File: src/design/pem_defs.vh
// Register map, field positions and reset values of the pin function mux
`ifndef PEM_DEFS_VH
`define PEM_DEFS_VH

`define PEM_NPINS          6
`define PEM_OFF_PORT       8'h00
`define PEM_OFF_LATCH      8'h04
`define PEM_OFF_DIR        8'h08
`define PEM_OFF_MEMCTL     8'h0C
`define PEM_OFF_SLVCTL     8'h10
`define PEM_OFF_PWMCFG     8'h14
`define PEM_BIT_BUS_DIS    7
`define PEM_BIT_SLV_MODE   4
`define PEM_RST_LATCH      6'h00
`define PEM_RST_DIR        6'h3F
`define PEM_RST_BUS_DIS    1'b1
`define PEM_RST_SLV_MODE   1'b0
`define PEM_RST_PWMCFG     3'h0
`define PEM_RESP_OKAY      2'h0
`define PEM_RESP_SLVERR    2'h2

`endif

File: src/design/pem_pin_sync.v
// Three-stage pin synchroniser with agree filter
`timescale 1ns/10ps
module pem_pin_sync
#(
  parameter WIDTH = 6
)
(
  // Clock and reset
  input  wire             aclk,
  input  wire             aresetn,
  // Asynchronous pins in, filtered level out
  input  wire [WIDTH-1:0] pin_async,
  output reg  [WIDTH-1:0] pin_level
);

  reg [WIDTH-1:0] stage1;
  reg [WIDTH-1:0] stage2;
  reg [WIDTH-1:0] stage3;
  integer         i;

  always @(posedge aclk)
  begin
    if (!aresetn)
    begin
      stage1    <= {WIDTH{1'b0}};
      stage2    <= {WIDTH{1'b0}};
      stage3    <= {WIDTH{1'b0}};
      pin_level <= {WIDTH{1'b0}};
    end
    else
    begin
      stage1 <= pin_async;
      stage2 <= stage1;
      stage3 <= stage2;
      // Only a level seen on two stages counts, so one-cycle glitches are dropped
      for (i = 0; i < WIDTH; i = i + 1)
      begin
        if (stage2[i] == stage3[i])
          pin_level[i] <= stage3[i];
      end
    end
  end

endmodule

File: src/design/pem_port_mux.v
// Pin function multiplexer for the six low port pins, AXI4-Lite registers
//
// Summary of operation
// - Direction bit one makes a pin input, zero output; 03h gives pins 0-1 inputs.
// - Active memory bus drives bus address/data bits 8-13 onto pins, ignoring direction.
// - During memory read cycles pins are sampled as data bits 8-13.
// - Slave port mode uses pins 0-2 as read, write, chip-select inputs.
// - Module two PWM channels D, C, B drive pins 0-2 when direction zero.
// - Module three PWM channels C, B drive pins 3-4 when direction zero.
// - Module one PWM channel C drives pin 5 when direction zero.
// - PWM pins may optionally float while that module's shutdown is active.
// - Direction zero drives the latch onto the pin; one disables the driver.
// - Memory bus use beats every other function, slave port included.
// - Bus disable bit 7 of memory control releases pins from the memory bus.
// - Slave mode bit 4 makes pins 0-2 inputs whatever their direction bits, unless a PWM claims the pin.
`timescale 1ns/10ps
`include "pem_defs.vh"
module pem_port_mux
(
  // Clock and reset
  input  wire        aclk,
  input  wire        aresetn,
  // AXI4-Lite write address and data
  input  wire [7:0]  s_axi_awaddr,
  input  wire        s_axi_awvalid,
  output reg         s_axi_awready,
  input  wire [31:0] s_axi_wdata,
  input  wire [3:0]  s_axi_wstrb,
  input  wire        s_axi_wvalid,
  output reg         s_axi_wready,
  // AXI4-Lite write response
  output reg  [1:0]  s_axi_bresp,
  output reg         s_axi_bvalid,
  input  wire        s_axi_bready,
  // AXI4-Lite read
  input  wire [7:0]  s_axi_araddr,
  input  wire        s_axi_arvalid,
  output reg         s_axi_arready,
  output reg  [31:0] s_axi_rdata,
  output reg  [1:0]  s_axi_rresp,
  output reg         s_axi_rvalid,
  input  wire        s_axi_rready,
  // External pins
  input  wire [5:0]  pin_in,
  output reg  [5:0]  pin_out,
  output reg  [5:0]  pin_oe,
  // External memory interface, high address/data bits 8 to 13
  input  wire [5:0]  bus_addr_data_out,
  input  wire        bus_read_cycle,
  output reg  [5:0]  bus_addr_data_in,
  output reg         bus_active,
  // Parallel slave port strobes, active low
  output reg         slave_rd_n,
  output reg         slave_wr_n,
  output reg         slave_cs_n,
  // Enhanced PWM channels
  input  wire        pwm_module_one_enable,
  input  wire        pwm_module_two_enable,
  input  wire        pwm_module_three_enable,
  input  wire        pwm_one_channel_c,
  input  wire        pwm_two_channel_b,
  input  wire        pwm_two_channel_c,
  input  wire        pwm_two_channel_d,
  input  wire        pwm_three_channel_b,
  input  wire        pwm_three_channel_c,
  input  wire        pwm_one_shutdown,
  input  wire        pwm_two_shutdown,
  input  wire        pwm_three_shutdown
);

  reg  [5:0] port_latch;
  reg  [5:0] port_direction_register;
  reg        external_bus_disable;
  reg        slave_port_mode_enable;
  reg  [2:0] pwm_tristate_on_shutdown;
  wire [5:0] pin_level;
  reg  [5:0] next_pin_out;
  reg  [5:0] next_pin_oe;
  reg  [5:0] pwm_claim;
  reg  [5:0] pwm_value;
  reg  [5:0] pwm_float;
  reg  [31:0] rd_word;
  reg        rd_hit;
  integer    i;

  wire bus_on = ~external_bus_disable;
  wire wr_go  = s_axi_awready & s_axi_wready;
  wire [7:0] wbyte = s_axi_wdata[7:0];

  pem_pin_sync #(.WIDTH(6)) u_sync
  (
    .aclk      (aclk),
    .aresetn   (aresetn),
    .pin_async (pin_in),
    .pin_level (pin_level)
  );

  function addr_known;
    input [7:0] addr;
    begin
      addr_known = (addr == `PEM_OFF_PORT) || (addr == `PEM_OFF_LATCH) ||
                   (addr == `PEM_OFF_DIR) || (addr == `PEM_OFF_MEMCTL) ||
                   (addr == `PEM_OFF_SLVCTL) || (addr == `PEM_OFF_PWMCFG);
    end
  endfunction

  // Write channel: address and data taken together, one write at a time
  always @(posedge aclk)
  begin
    if (!aresetn)
    begin
      s_axi_awready            <= 1'b0;
      s_axi_wready             <= 1'b0;
      s_axi_bvalid             <= 1'b0;
      s_axi_bresp              <= `PEM_RESP_OKAY;
      port_latch               <= `PEM_RST_LATCH;
      port_direction_register  <= `PEM_RST_DIR;
      external_bus_disable     <= `PEM_RST_BUS_DIS;
      slave_port_mode_enable   <= `PEM_RST_SLV_MODE;
      pwm_tristate_on_shutdown <= `PEM_RST_PWMCFG;
    end
    else
    begin
      if (s_axi_bvalid && s_axi_bready)
        s_axi_bvalid <= 1'b0;
      if (wr_go)
      begin
        s_axi_awready <= 1'b0;
        s_axi_wready  <= 1'b0;
        s_axi_bvalid  <= 1'b1;
        s_axi_bresp   <= addr_known(s_axi_awaddr) ? `PEM_RESP_OKAY : `PEM_RESP_SLVERR;
        if (s_axi_wstrb[0])
        begin
          if (s_axi_awaddr == `PEM_OFF_PORT)
            port_latch <= wbyte[5:0];
          else if (s_axi_awaddr == `PEM_OFF_LATCH)
            port_latch <= wbyte[5:0];
          else if (s_axi_awaddr == `PEM_OFF_DIR)
            port_direction_register <= wbyte[5:0];
          else if (s_axi_awaddr == `PEM_OFF_MEMCTL)
            external_bus_disable <= wbyte[`PEM_BIT_BUS_DIS];
          else if (s_axi_awaddr == `PEM_OFF_SLVCTL)
            slave_port_mode_enable <= wbyte[`PEM_BIT_SLV_MODE];
          else if (s_axi_awaddr == `PEM_OFF_PWMCFG)
            pwm_tristate_on_shutdown <= wbyte[2:0];
        end
      end
      else if (s_axi_awvalid && s_axi_wvalid && !s_axi_bvalid)
      begin
        s_axi_awready <= 1'b1;
        s_axi_wready  <= 1'b1;
      end
    end
  end

  always @*
  begin
    rd_word = 32'h0000_0000;
    rd_hit  = 1'b1;
    if (s_axi_araddr == `PEM_OFF_PORT)
      rd_word[5:0] = pin_level;
    else if (s_axi_araddr == `PEM_OFF_LATCH)
      rd_word[5:0] = port_latch;
    else if (s_axi_araddr == `PEM_OFF_DIR)
      rd_word[5:0] = port_direction_register;
    else if (s_axi_araddr == `PEM_OFF_MEMCTL)
      rd_word[`PEM_BIT_BUS_DIS] = external_bus_disable;
    else if (s_axi_araddr == `PEM_OFF_SLVCTL)
      rd_word[`PEM_BIT_SLV_MODE] = slave_port_mode_enable;
    else if (s_axi_araddr == `PEM_OFF_PWMCFG)
      rd_word[2:0] = pwm_tristate_on_shutdown;
    else
      rd_hit = 1'b0;
  end

  // Read channel: data captured at the address handshake
  always @(posedge aclk)
  begin
    if (!aresetn)
    begin
      s_axi_arready <= 1'b0;
      s_axi_rvalid  <= 1'b0;
      s_axi_rdata   <= 32'h0000_0000;
      s_axi_rresp   <= `PEM_RESP_OKAY;
    end
    else
    begin
      if (s_axi_rvalid && s_axi_rready)
        s_axi_rvalid <= 1'b0;
      if (s_axi_arready)
      begin
        s_axi_arready <= 1'b0;
        s_axi_rvalid  <= 1'b1;
        s_axi_rdata   <= rd_word;
        s_axi_rresp   <= rd_hit ? `PEM_RESP_OKAY : `PEM_RESP_SLVERR;
      end
      else if (s_axi_arvalid && !s_axi_rvalid)
        s_axi_arready <= 1'b1;
    end
  end

  // PWM claims per pin; only a cleared direction bit lets a PWM drive
  always @*
  begin
    pwm_claim[0] = pwm_module_two_enable & ~port_direction_register[0];
    pwm_claim[1] = pwm_module_two_enable & ~port_direction_register[1];
    pwm_claim[2] = pwm_module_two_enable & ~port_direction_register[2];
    pwm_claim[3] = pwm_module_three_enable & ~port_direction_register[3];
    pwm_claim[4] = pwm_module_three_enable & ~port_direction_register[4];
    pwm_claim[5] = pwm_module_one_enable & ~port_direction_register[5];
    pwm_value    = {pwm_one_channel_c, pwm_three_channel_b, pwm_three_channel_c,
                    pwm_two_channel_b, pwm_two_channel_c, pwm_two_channel_d};
    pwm_float    = {{1{pwm_one_shutdown & pwm_tristate_on_shutdown[0]}},
                    {2{pwm_three_shutdown & pwm_tristate_on_shutdown[2]}},
                    {3{pwm_two_shutdown & pwm_tristate_on_shutdown[1]}}};
  end

  // Priority: memory bus, then PWM, then slave strobes, then plain port
  always @*
  begin
    next_pin_out = 6'h00;
    next_pin_oe  = 6'h00;
    for (i = 0; i < 6; i = i + 1)
    begin
      if (bus_on)
      begin
        next_pin_out[i] = bus_addr_data_out[i];
        next_pin_oe[i]  = ~bus_read_cycle;
      end
      else if (pwm_claim[i])
      begin
        next_pin_out[i] = pwm_value[i];
        next_pin_oe[i]  = ~pwm_float[i];
      end
      else if (slave_port_mode_enable && (i < 3))
      begin
        next_pin_out[i] = port_latch[i];
        next_pin_oe[i]  = 1'b0;
      end
      else
      begin
        next_pin_out[i] = port_latch[i];
        next_pin_oe[i]  = ~port_direction_register[i];
      end
    end
  end

  always @(posedge aclk)
  begin
    if (!aresetn)
    begin
      pin_out          <= 6'h00;
      pin_oe           <= 6'h00;
      bus_addr_data_in <= 6'h00;
      bus_active       <= 1'b0;
      slave_rd_n       <= 1'b1;
      slave_wr_n       <= 1'b1;
      slave_cs_n       <= 1'b1;
    end
    else
    begin
      pin_out    <= next_pin_out;
      pin_oe     <= next_pin_oe;
      bus_active <= bus_on;
      if (bus_on && bus_read_cycle)
        bus_addr_data_in <= pin_level;
      // Strobes are masked while the memory bus owns the pins
      if (slave_port_mode_enable && !bus_on)
      begin
        slave_rd_n <= pin_level[0];
        slave_wr_n <= pin_level[1];
        slave_cs_n <= pin_level[2];
      end
      else
      begin
        slave_rd_n <= 1'b1;
        slave_wr_n <= 1'b1;
        slave_cs_n <= 1'b1;
      end
    end
  end

endmodule

File: config.mk
export PLATFORM = sky130hd
export DESIGN_NAME = pem_port_mux
export DESIGN_NICKNAME = d
export VERILOG_FILES = /design/src/design/pem_pin_sync.v /design/src/design/pem_port_mux.v
export VERILOG_INCLUDE_DIRS = /design/src /design/src/design
export SDC_FILE = /design/constraint.sdc
export NUM_CORES = 1
export LEC_CHECK = 0
export BUFFER_PORTS_ARGS = -buffer_cell sky130_fd_sc_hd__buf_2
export CORE_MARGIN = 2
export CORE_UTILIZATION = 48
export CTS_BUF_LIST = sky130_fd_sc_hd__clkbuf_8
export DETAILED_ROUTE_END_ITERATION = 16
export PLACE_DENSITY = 0.94
export SLEW_MARGIN = 20
export SYNTH_ARGS = -nofsm -noshare
export SYNTH_HDL_FRONTEND = slang
export SYNTH_SLANG_ARGS = --single-unit
export TNS_END_PERCENT = 50
File: constraint.sdc
create_clock -name aclk -period 2.5 [get_ports aclk]
set_clock_uncertainty 0.15 [all_clocks]
set_input_delay 0.75 -clock aclk [delete_from_list [all_inputs] [get_ports aclk]]
set_output_delay 0.75 -clock aclk [all_outputs]
set_load 0.005 [all_outputs]
==> results of run 1 <==
state kept, by name, summed over array words and instances, names as in the netlist, 3 cells and up:
name	cells
u_sync.pin_level	6
u_sync.stage3	6
pin_oe	6
bus_addr_data_in	6
pin_out	6
port_latch	6
s_axi_rdata	7
u_sync.stage1	6
pwm_tristate_on_shutdown	3
u_sync.stage2	6
port_direction_register	6
per-stage QoR:
stage	setup WS, ps	utilization [%]
after floorplan	274.8	-
after global placement	144.6	56.07
after detailed placement	99.99	56.07
after CTS	468.7	59.23
after global routing	415.5	59.23
final	463.5	59.23
cells in the mapped netlist, types with 2 or more instances:
cell       instances
o21ai_0           13
nand4_1            4
clkbuf_1          10
nand2b_1           7
nor4_4             2
and3b_1            2
and2_1            18
dfxtp_1           76
nand2_1           41
a311o_1            2
and4b_1            3
o2bb2ai_1          2
nor2_1            24
buf_1              3
a211oi_1           7
a221oi_1           3
nand3_1            2
buf_2              2
mux2i_1           22
o31ai_1            6
a21oi_1           17
or2_2              4
nor3_1             2
buf_4             28
nor2b_1           12
inv_1              2
nor4bb_1           4
a32o_1             2
nor4_1             6
power groups by stage:
stage	clock, µW	sequential, µW	combinational [µW]
2_1_floorplan	0	1260	110
3_3_place_gp	0	1260	147
3_5_place_dp	0	1260	152
4_1_cts	972	1240	153
5_1_grt	1030	1240	173
6_report	956	1240	156
layout make-up:
| class | instances | area share (%) |
|---|---|---|
| Multi-Input combinational cell | 244 | 38.77 |
| Sequential cell | 76 | 40.22 |
| Clock buffer | 9 | 3.275 |
| Timing Repair Buffer | 95 | 12.83 |
| Tap cell | 77 | 2.547 |
| Clock inverter | 7 | 2.051 |
| Inverter | 3 | 0.2977 |
layer usage:
| metal | routed length (µm) | share of wire [%] | track usage (%) | vias up |
|---|---|---|---|---|
| li1 | - | - | - | 1305 |
| met1 | 2957 | 41 | 24.68 | 1184 |
| met2 | 3480 | 48 | 32.24 | 149 |
| met3 | 700 | 9.6 | 8.658 | 22 |
| met4 | 136 | 1.9 | 8.947 | 2 |
| met5 | 11 | 0.15 | 0 | - |
cell families after synthesis:
group | after synthesis | synth area share [%]
buf+inv | 46 | 8.840
flops | 76 | 47.99
compound gates | 57 | 11.68
mux | 23 | 7.301
other cells | 1 | 0.1183
simple gates | 137 | 24.07
path summary, 6_finish.rpt:
| kind | endpoint | slack [ps] |
|---|---|---|
| setup / recovery | s_axi_rdata[2] | 460 |
| hold / removal | u_sync.stage2[5] | 290 |
| setup reg to reg | port_direction_register[0] | 680 |
| hold reg to reg | u_sync.stage2[5] | 290 |
worst reg2reg max path, stage by stage, from the launching register on:
cell and delay [ps]:
dfxtp_1 460, nand4bb_1 400, nor4_4 320, buf_4 230, mux2i_1 200
==> results.txt, run 1 <==
outcome: finished, final reports clean
Post-Place Cells: 495
syn avg cell area: 9.325 µm²
CP top delay family: simple AND/OR/NAND/NOR gates
TNS Setup: 0 ps
Worst-path clk slew: 80 ps
worst r2r path cells: 4
pwr/cell area: 620.7 nW/µm²
clock sink count: 76
share of post-route cells with drive strength above 1: 27.88%
Worst Path Required: 2620 ps
leakage: 0.001612 µW
most common cell after layout, fill and taps aside: buf_2
placed cell areas: 3581 µm²
top-area cell type share of the netlist area: 47.99%
fmax: 491.0 MHz
Vias/cell: 5.209
CTS Buffer Depth: 2
Max Cap Viol: 0
CP Launch Type: input pin
Yosys warning total: 0
Multi-input gate area: 1466 µm²
Clk pwr share: 40.7%
Netlist Area Pre-Place: 3171 µm²
Congestion Overflow GR: 0
fin crit share: 81.46%
critical path, cell by cell: buf_2, or4_1, or3_4, o31ai_1
# nets final: 513
internal power: 1765 µW
Comb pwr share: 6.6%
setup repair bufs after CTS: 0
Chip Width: 85.27 µm
CP Class: in -> reg
final hold vios: 0
Sequential Power Share: 52.7%
Fin Hold WS: 289.0 ps
worst vdd ir: 0.0004029 V
max_slew headroom: 56.86%
CTS buffer count: 9
Tightest Pin Transition: 646.2 ps
Tightest Hold Check Type: reg -> reg
stages on the worst setup path: 4
cell count after synthesis: 340
Seq cells post-synth: 76
Root Driver: clkbuf_8
Switching Fraction: 24.80%
DP Wirelength: 5.284 mm
Post-synth EDFFs: 0
most frequent cells in the layout: buf_2 (91), dfxtp_1 (76), nand2_1 (41), conb_1 (27), nor2_1 (24)
die area: 7271 µm²
Critical-path top delay cell: or4_1
Die Ht: 85.27 µm
Switch Pwr: 582.2 µW
CP endpoint kind: flip-flop
max-slew violation count: 0
Synth async-reset ratio: 0%
WL final: 7.286 mm
CTS tree: done
DR vias: 2662
CP peak stage delay: 640 ps
starting density of the core: 49.65%
io pins: 147
Fillers: 535
DR iter-0 viols: 245
pin count of the biggest net entering global routing: 38
WHS Path Cells: 1
source of the worst hold timing path: u_sync.stage1[5]
final std cells w/o fill: 511
number of global-route vias before repair: 2527
initial antenna violation count: 1
synth unique cells: 43
first-pass GRT wire length: 11.72 mm
Critical R2R Launch: s_axi_wready
wire per inst: 14.26 µm
Buf/Inv on CP: 1
DR DRC count: 0
post-synthesis sequential area ratio: 47.99%
total power: 2348 µW
Synth Flop Type: dfxtp_1
FF+latch area: 1521 µm²
# H-tree levels: 3
ranking of synthesized cells by area: dfxtp_1 (48%), mux2i_1 (6.9%), buf_4 (6.6%)
Area growth, synth to finish: 19.30%
GRT Total Usage: 20.55%
Synth area leader: dfxtp_1
# rows: 29
critical path arrival: 2150 ps
Clk Latency, worst-skew pair: 350 ps
Final ANT Viol Nets: 0
DRT Pass-1 Iters: 7
Port Buf Inserts: 91
Non-Filler Cell Area, Final: 3782 µm²
Crit Path Max Fanout: 7
Tmin final: 2037 ps
CTS Hold Bufs: 0
post-cts repair resize count: 0
core area: 6386 µm²
Critical Path Start: s_axi_araddr[7]
ANT cells: 0
RSZ-0062 raised after global routing: false
gpl congestion: 0.8761
final setup vio count: 0
Power figures use the tool's default switching activity.
==> run 2, diff against run 1 <==
--- a/config.mk
+++ b/config.mk
@@ -6,12 +6,13 @@
 export SDC_FILE = /design/constraint.sdc
 export NUM_CORES = 1
 export LEC_CHECK = 0
+export ABC_AREA = 1
 export BUFFER_PORTS_ARGS = -buffer_cell sky130_fd_sc_hd__buf_2
 export CORE_MARGIN = 2
-export CORE_UTILIZATION = 48
+export CORE_UTILIZATION = 44
 export CTS_BUF_LIST = sky130_fd_sc_hd__clkbuf_8
 export DETAILED_ROUTE_END_ITERATION = 16
-export PLACE_DENSITY = 0.94
+export PLACE_DENSITY = 0.91
 export SLEW_MARGIN = 20
 export SYNTH_ARGS = -nofsm -noshare
 export SYNTH_HDL_FRONTEND = slang
==> constraint.sdc (replaced) <==
create_clock -name aclk -period 1.6 [get_ports aclk]
set_clock_uncertainty 0.15 [all_clocks]
set_input_delay 0.48 -clock aclk [delete_from_list [all_inputs] [get_ports aclk]]
set_output_delay 0.48 -clock aclk [all_outputs]
set_load 0.005 [all_outputs]
==> run 2 against run 1 <==
  * Die area rose by 9.0%
  * Worst setup slack got worse by 400 ps
  * Area after synthesis rose by 0.36%
  * Synthesized cell count rose by 22%
  * Non-clock buffer count rose by 10
  * Sequential cell count did not move
  * Core utilization fell by 2.5 points
  * Sequential power rose by 56%
  * Via count rose by 9.4%
  * Critical path type is now reg -> out
  * Critical endpoint is now s_axi_arready
  * Largest cell class unchanged
  * Largest power group unchanged
  * Highest routed layer is now met4
==> results.txt, run 2 <==
outcome: finished, final reports clean
CTS tree: done
cell count after synthesis: 414 (+22%)
ranking of synthesized cells by area: dfxtp_1 (48%), nand2_1 (9.7%), buf_4 (6.6%)
fin crit share: 95.83%
CP endpoint kind: output port
Synth async-reset ratio: 0% (unchanged)
gpl congestion: 0.9031 (+3.1%)
first-pass GRT wire length: 11.54 mm (-1.6%)
DR iter-0 viols: 153 (-38%)
DP Wirelength: 5.700 mm (+7.9%)
TNS Setup: 0 ps (unchanged)
worst vdd ir: 0.0007085 V (+76%)
Max Cap Viol: 0 (unchanged)
CP peak stage delay: 410 ps (-230 ps)
Fillers: 668 (+25%)
DR DRC count: 0 (unchanged)
DR vias: 2913 (+9.4%)
die area: 7927 µm² (+9.0%)
synth unique cells: 27 (-37%)
final hold vios: 0 (unchanged)
io pins: 147 (unchanged)
Area growth, synth to finish: 23.08%
Seq cells post-synth: 76 (unchanged)
worst r2r path cells: 5 (+1)
CP Class: reg -> out
Synth Flop Type: dfxtp_1
Crit Path Max Fanout: 8 (+1)
ANT cells: 0 (unchanged)
# H-tree levels: 3 (unchanged)
Buf/Inv on CP: 1 (unchanged)
Reg-to-Reg End: pin_oe[0]
Worst Path Required: 970 ps (-1650 ps)
RSZ-0062 raised after global routing: false
largest register by flop count: s_axi_rdata
pin count of the biggest net entering global routing: 36 (-5.3%)
GRT Total Usage: 19.10% (-1.5 points)
Synth area leader: dfxtp_1
met3 capacity usage during global routing: 3.416% (-5.2 points)
Netlist Area Pre-Place: 3182 µm² (+0.36%)
Chip Width: 89.04 µm (+4.4%)
Root Driver: clkbuf_8
most common cell after layout, fill and taps aside: buf_2
CTS buffer count: 9 (unchanged)
share of post-route cells with drive strength above 1: 27.10% (-0.78 points)
leakage: 0.001956 µW (+21%)
Post-synth top cells: nand2_1 (82), dfxtp_1 (76), inv_1 (49), a21oi_1 (31)
DRT Pass-1 Iters: 4 (-3)
GR peak layer: met2
wire per inst: 11.76 µm (-18%)
Tmin final: 1533 ps
number of global-route vias before repair: 2600 (+2.9%)
count leader, synth: nand2_1
Congestion Overflow GR: 0 (unchanged)
hold path endpoint: u_sync.stage1[4]
most frequent cells in the layout: buf_2 (91), nand2_1 (82), dfxtp_1 (74), inv_1 (49), a21oi_1 (31)
CP top delay family: flip-flops
Die Ht: 89.04 µm (+4.4%)
post-synthesis sequential area ratio: 47.82% (-0.17 points)
max-slew violation count: 0 (unchanged)
met2 usage: 31.14% (-1.1 points)
WL final: 7.292 mm (about the same)
core area: 6907 µm² (+8.2%)
Yosys warning total: 0 (unchanged)
CTS Buffer Depth: 2 (unchanged)
# nets final: 603 (+18%)
Final ANT Viol Nets: 0 (unchanged)
Critical R2R Launch: external_bus_disable
WHS Path Cells: 3 (+2)
Post-synth EDFFs: 0 (unchanged)
starting density of the core: 46.07% (-3.6 points)
critical path arrival: 900 ps (-1250 ps)
Fin Hold WS: 152.2 ps (-136.7 ps)
Largest register FFs: 7 (unchanged)
met1 Use GR: 23.78% (-0.90 points)
R2R Setup Slk: 240 ps (-440 ps)
fmax: 652.2 MHz
# rows: 30 (+3.4%)
final setup vio count: 0 (unchanged)
clock sink count: 76 (unchanged)
top-area cell type share of the netlist area: 47.82% (-0.17 points)
pwr/cell area: 938.6 nW/µm² (+51%)
syn avg cell area: 7.686 µm² (-18%)
CP Launch Type: flip-flop
critical path, cell by cell: buf_2
initial antenna violation count: 0 (-1)
source of the worst hold timing path: pin_in[4]
Tightest Hold Check Type: in -> reg
Worst-path clk slew: 90 ps (about the same)
Critical-path top delay cell: dfxtp_2
Clk Latency, worst-skew pair: 350 ps (about the same)
Port Buf Inserts: 91 (unchanged)
Vias/cell: 4.698 (-9.8%)
[run 2: stage by stage]
step | power [µW] | setup WS [ps] | util, % | cells | instance area, µm²
after floorplan | 2158 | 58.91 | - | 440 | 3279
after global placement | 2228 | -41.91 | 53.68 | 604 | 3707
after detailed placement | 2238 | -110.6 | 53.68 | 604 | 3707
after CTS | 3713 | 5.003 | 56.68 | 620 | 3915
after global routing | 3855 | 20.35 | 56.70 | 620 | 3916
final | 3676 | 66.77 | 56.70 | 620 | 3916
[run 2: cell type report]
type                       instances  area, µm²  share of cell area (%)
multi-input combinational        274       1306                   33.35
clock inverter                     7      82.58                   2.109
timing repair buffer             105      560.5                   14.31
sequential                        76       1524                   38.91
clock buffer                       9      123.9                   3.163
inverter                          53      198.9                   5.080
tap                               96      120.1                   3.067
[run 2: worst max path at each step]
stage / cells after the start / endpoint / slack (ps) / start
finish: 1 / s_axi_arready / 70 / s_axi_arready
global route: 1 / s_axi_arready / 20 / s_axi_arready
CTS: 1 / s_axi_wready / 5 / s_axi_wready
detailed placement: 7 / port_latch[4] / -110 / s_axi_awaddr[7]
global placement: 7 / port_latch[3] / -40 / s_axi_awaddr[7]
floorplan: 6 / port_direction_register[0] / 60 / s_axi_awaddr[7]
[run 2: routing by layer]
metal	vias to the layer above	wire, µm
li1	1498	-
met1	1270	3077
met2	133	3427
met3	12	641
met4	0	145
met5	-	0
[run 2: logic make-up after synthesis]
family / share of synthesized area [%]
AO/OA/AOI/OAI: 13.53
buffers and inverters: 14.20
flip-flops: 47.82
other: 0.1179
AND/OR/NAND/NOR: 24.34
[run 2: worst reg2reg max path, stage by stage, from the launching register on]
cell	delay (ps)
dfxtp_1	440
nand2_2	170
inv_2	110
nand2_1	70
or2_0	210
o21ai_0	150
[run 2: timing repair]
item                                    CTS  global route
endpoints found under the setup margin    1             3
gates resized for setup                   1             1
buffers inserted                          0             0
hold buffers                              0             0
[run 2: power by group]
group	leakage (µW)	switching [µW]	internal [µW]
sequential	0.000618	19.4	1920
clock	0.0000980	740	740
combinational	0.00124	151	103
total	0.00196	910	2770
==> run 3, diff against run 2 <==
--- a/config.mk
+++ b/config.mk
@@ -8,11 +8,13 @@
 export LEC_CHECK = 0
 export ABC_AREA = 1
 export BUFFER_PORTS_ARGS = -buffer_cell sky130_fd_sc_hd__buf_2
+export CELL_PAD_IN_SITES_DETAIL_PLACEMENT = 0
+export CELL_PAD_IN_SITES_GLOBAL_PLACEMENT = 1
 export CORE_MARGIN = 2
-export CORE_UTILIZATION = 44
+export CORE_UTILIZATION = 30
 export CTS_BUF_LIST = sky130_fd_sc_hd__clkbuf_8
 export DETAILED_ROUTE_END_ITERATION = 16
-export PLACE_DENSITY = 0.91
+export PLACE_DENSITY = 0.9
 export SLEW_MARGIN = 20
 export SYNTH_ARGS = -nofsm -noshare
 export SYNTH_HDL_FRONTEND = slang
==> run 3 against run 2 <==
  * Clock power increased by 10%
  * Largest power group unchanged
  * Wire length increased by 8.1%
  * Count of clock-buffer cells in the layout up 1
  * Hold slack worse by 5.4 ps
  * Die area increased by 44%
  * Largest cell class unchanged
  * Final cell count grew 7.3%
  * Via count grew 2.4%
==> results.txt, run 3 (synthesis gave the netlist of run 2 again) <==
number of global-route vias before repair: 2774 (+6.7%)
io pins: 147 (unchanged)
Critical-path top delay cell: dfxtp_2
final setup vio count: 0 (unchanged)
Finished Core Util: 38.95% (-18 points)
Non-Filler Cell Area, Final: 4021 µm² (+2.7%)
initial antenna violation count: 0 (unchanged)
Port Buf Inserts: 91 (unchanged)
pin count of the biggest net entering global routing: 27 (-25%)
CTS Buffer Depth: 2 (unchanged)
Final ANT Viol Nets: 0 (unchanged)
Clk pwr share: 42.5% (+2.2 points)
TNS Setup: 0 ps (unchanged)
source of the worst hold timing path: s_axi_bready
Multi-input gate area: 1306 µm² (unchanged)
RSZ-0062 raised after global routing: false
hold path endpoint: s_axi_bvalid
ANT cells: 0 (unchanged)
core area: 10320 µm² (+49%)
Comb pwr share: 7.0% (about the same)
most frequent cells in the layout: buf_2 (91), nand2_1 (82), dfxtp_1 (75), inv_1 (50), a21oi_1 (31)
worst r2r path cells: 6 (+1)
placed cell areas: 3795 µm² (+2.4%)
Critical R2R Launch: s_axi_wready
first-pass GRT wire length: 12.74 mm (+10%)
wire per inst: 11.86 µm (+0.80%)
WL final: 7.884 mm (+8.1%)
Vias/cell: 4.486 (-4.5%)
Max Cap Viol: 0 (unchanged)
CTS buffer count: 9 (unchanged)
Tightest Hold Check Type: in -> reg
# H-tree levels: 3 (unchanged)
DR DRC count: 0 (unchanged)
die area: 11450 µm² (+44%)
CP Launch Type: flip-flop
Buf/Inv on CP: 1 (unchanged)
Fillers: 1089 (+63%)
worst vdd ir: 0.0003294 V (-54%)
R2R Setup Slk: 160 ps (-80 ps)
fmax: 670.1 MHz (+2.7%)
clock sink count: 76 (unchanged)
DR vias: 2983 (+2.4%)
max-slew violation count: 0 (unchanged)
gpl congestion: 0.8402 (-7.0%)
Root Driver: clkbuf_8
GRT Total Usage: 14.35% (-4.8 points)
Switch Pwr: 884.6 µW (-2.8%)
WHS Path Cells: 2 (-1)
# rows: 37 (+23%)
outcome: finished, final reports clean
Switching Fraction: 23.05% (-1.7 points)
Crit Path Max Fanout: 7 (-1)
Reg-to-Reg End: port_direction_register[1]
pwr/cell area: 954.2 nW/µm² (+1.7%)
Area growth, synth to finish: 26.39%
largest register by flop count: s_axi_rdata
Critical Path Start: s_axi_wready
critical path, cell by cell: buf_2
DRT Pass-1 Iters: 7 (+3)
leakage: 0.001993 µW (+1.9%)
CP endpoint kind: output port
most common cell after layout, fill and taps aside: buf_2
CP peak stage delay: 380 ps (-30 ps)
Die Ht: 107.0 µm (+20%)
Worst-path clk slew: 80 ps (about the same)
# nets final: 608 (+0.83%)
Largest register FFs: 7 (unchanged)
share of post-route cells with drive strength above 1: 27.41% (+0.31 points)
CP Class: reg -> out
starting density of the core: 30.82% (-15 points)
Clk Latency, worst-skew pair: 350 ps (about the same)
Worst Path Required: 970 ps (about the same)
DR iter-0 viols: 142 (-7.2%)
Congestion Overflow GR: 0 (unchanged)
Chip Width: 107.0 µm (+20%)
DP Wirelength: 6.165 mm (+8.2%)
critical path arrival: 860 ps (-40 ps)
final hold vios: 0 (unchanged)
fin crit share: 93.28% (-2.6 points)
CP top delay family: flip-flops
Tmin final: 1492 ps (-40.80 ps)
Sequential Power Share: 50.5% (-2.3 points)
CTS tree: done
FF+latch area: 1523 µm² (about the same)
internal power: 2953 µW (+6.8%)
==> run 3: routing by layer <==
| metal | vias up | share of wire, % | global-route usage (%) |
|---|---|---|---|
| met4 | 0 | 1.8 | 6.586 |
| met3 | 12 | 7.9 | 4.377 |
| met1 | 1339 | 45 | 17.99 |
| met2 | 122 | 46 | 22.61 |
| li1 | 1510 | - | - |
| met5 | - | 0 | 0 |
==> run 3: area by class of cell <==
| cell class | count | area share, % |
|---|---|---|
| Tap cell | 136 | 4.231 |
| Inverter | 53 | 4.947 |
| Clock buffer | 10 | 3.423 |
| Timing Repair Buffer | 110 | 14.87 |
| Multi-Input combinational cell | 274 | 32.48 |
| Sequential cell | 76 | 37.87 |
| Clock inverter | 6 | 2.178 |
==> run 3: metrics by stage <==
stage / hold WS, ps / setup slack (ps) / instances / power, µW
after CTS: 121.8 / 3.878 / 666 / 3886
after detailed placement: 251.4 / -118.3 / 649 / 2250
after global routing: 147.6 / 22.52 / 665 / 4006
after global placement: 252.0 / -77.66 / 649 / 2243
after floorplan: 240.5 / 58.91 / 440 / 2158
final: 146.8 / 107.6 / 665 / 3837
==> run 3: what timing repair did <==
item,4_1_cts,5_1_grt
endpoints found under the setup margin,2,2
hold buffers,0,0
gates resized for setup,1,0
buffers inserted,1,0
==> run 3: worst max-delay path by stage <==
stage,end,slack (ps),cells past startpoint
after floorplan,port_direction_register[0],60,6
after global placement,port_latch[4],-80,7
after detailed placement,port_latch[4],-120,7
after CTS,s_axi_wready,4,2
after global routing,port_direction_register[5],20,6
final,s_axi_awready,110,1
==> run 3: power groups by stage <==
stage               logic, µW  clock network (µW)  registers (µW)
global route              307                1760            1940
CTS                       271                1680            1940
detailed placement        268                   0            1980
floorplan                 176                   0            1980
finish                    268                1630            1940
global placement          262                   0            1980
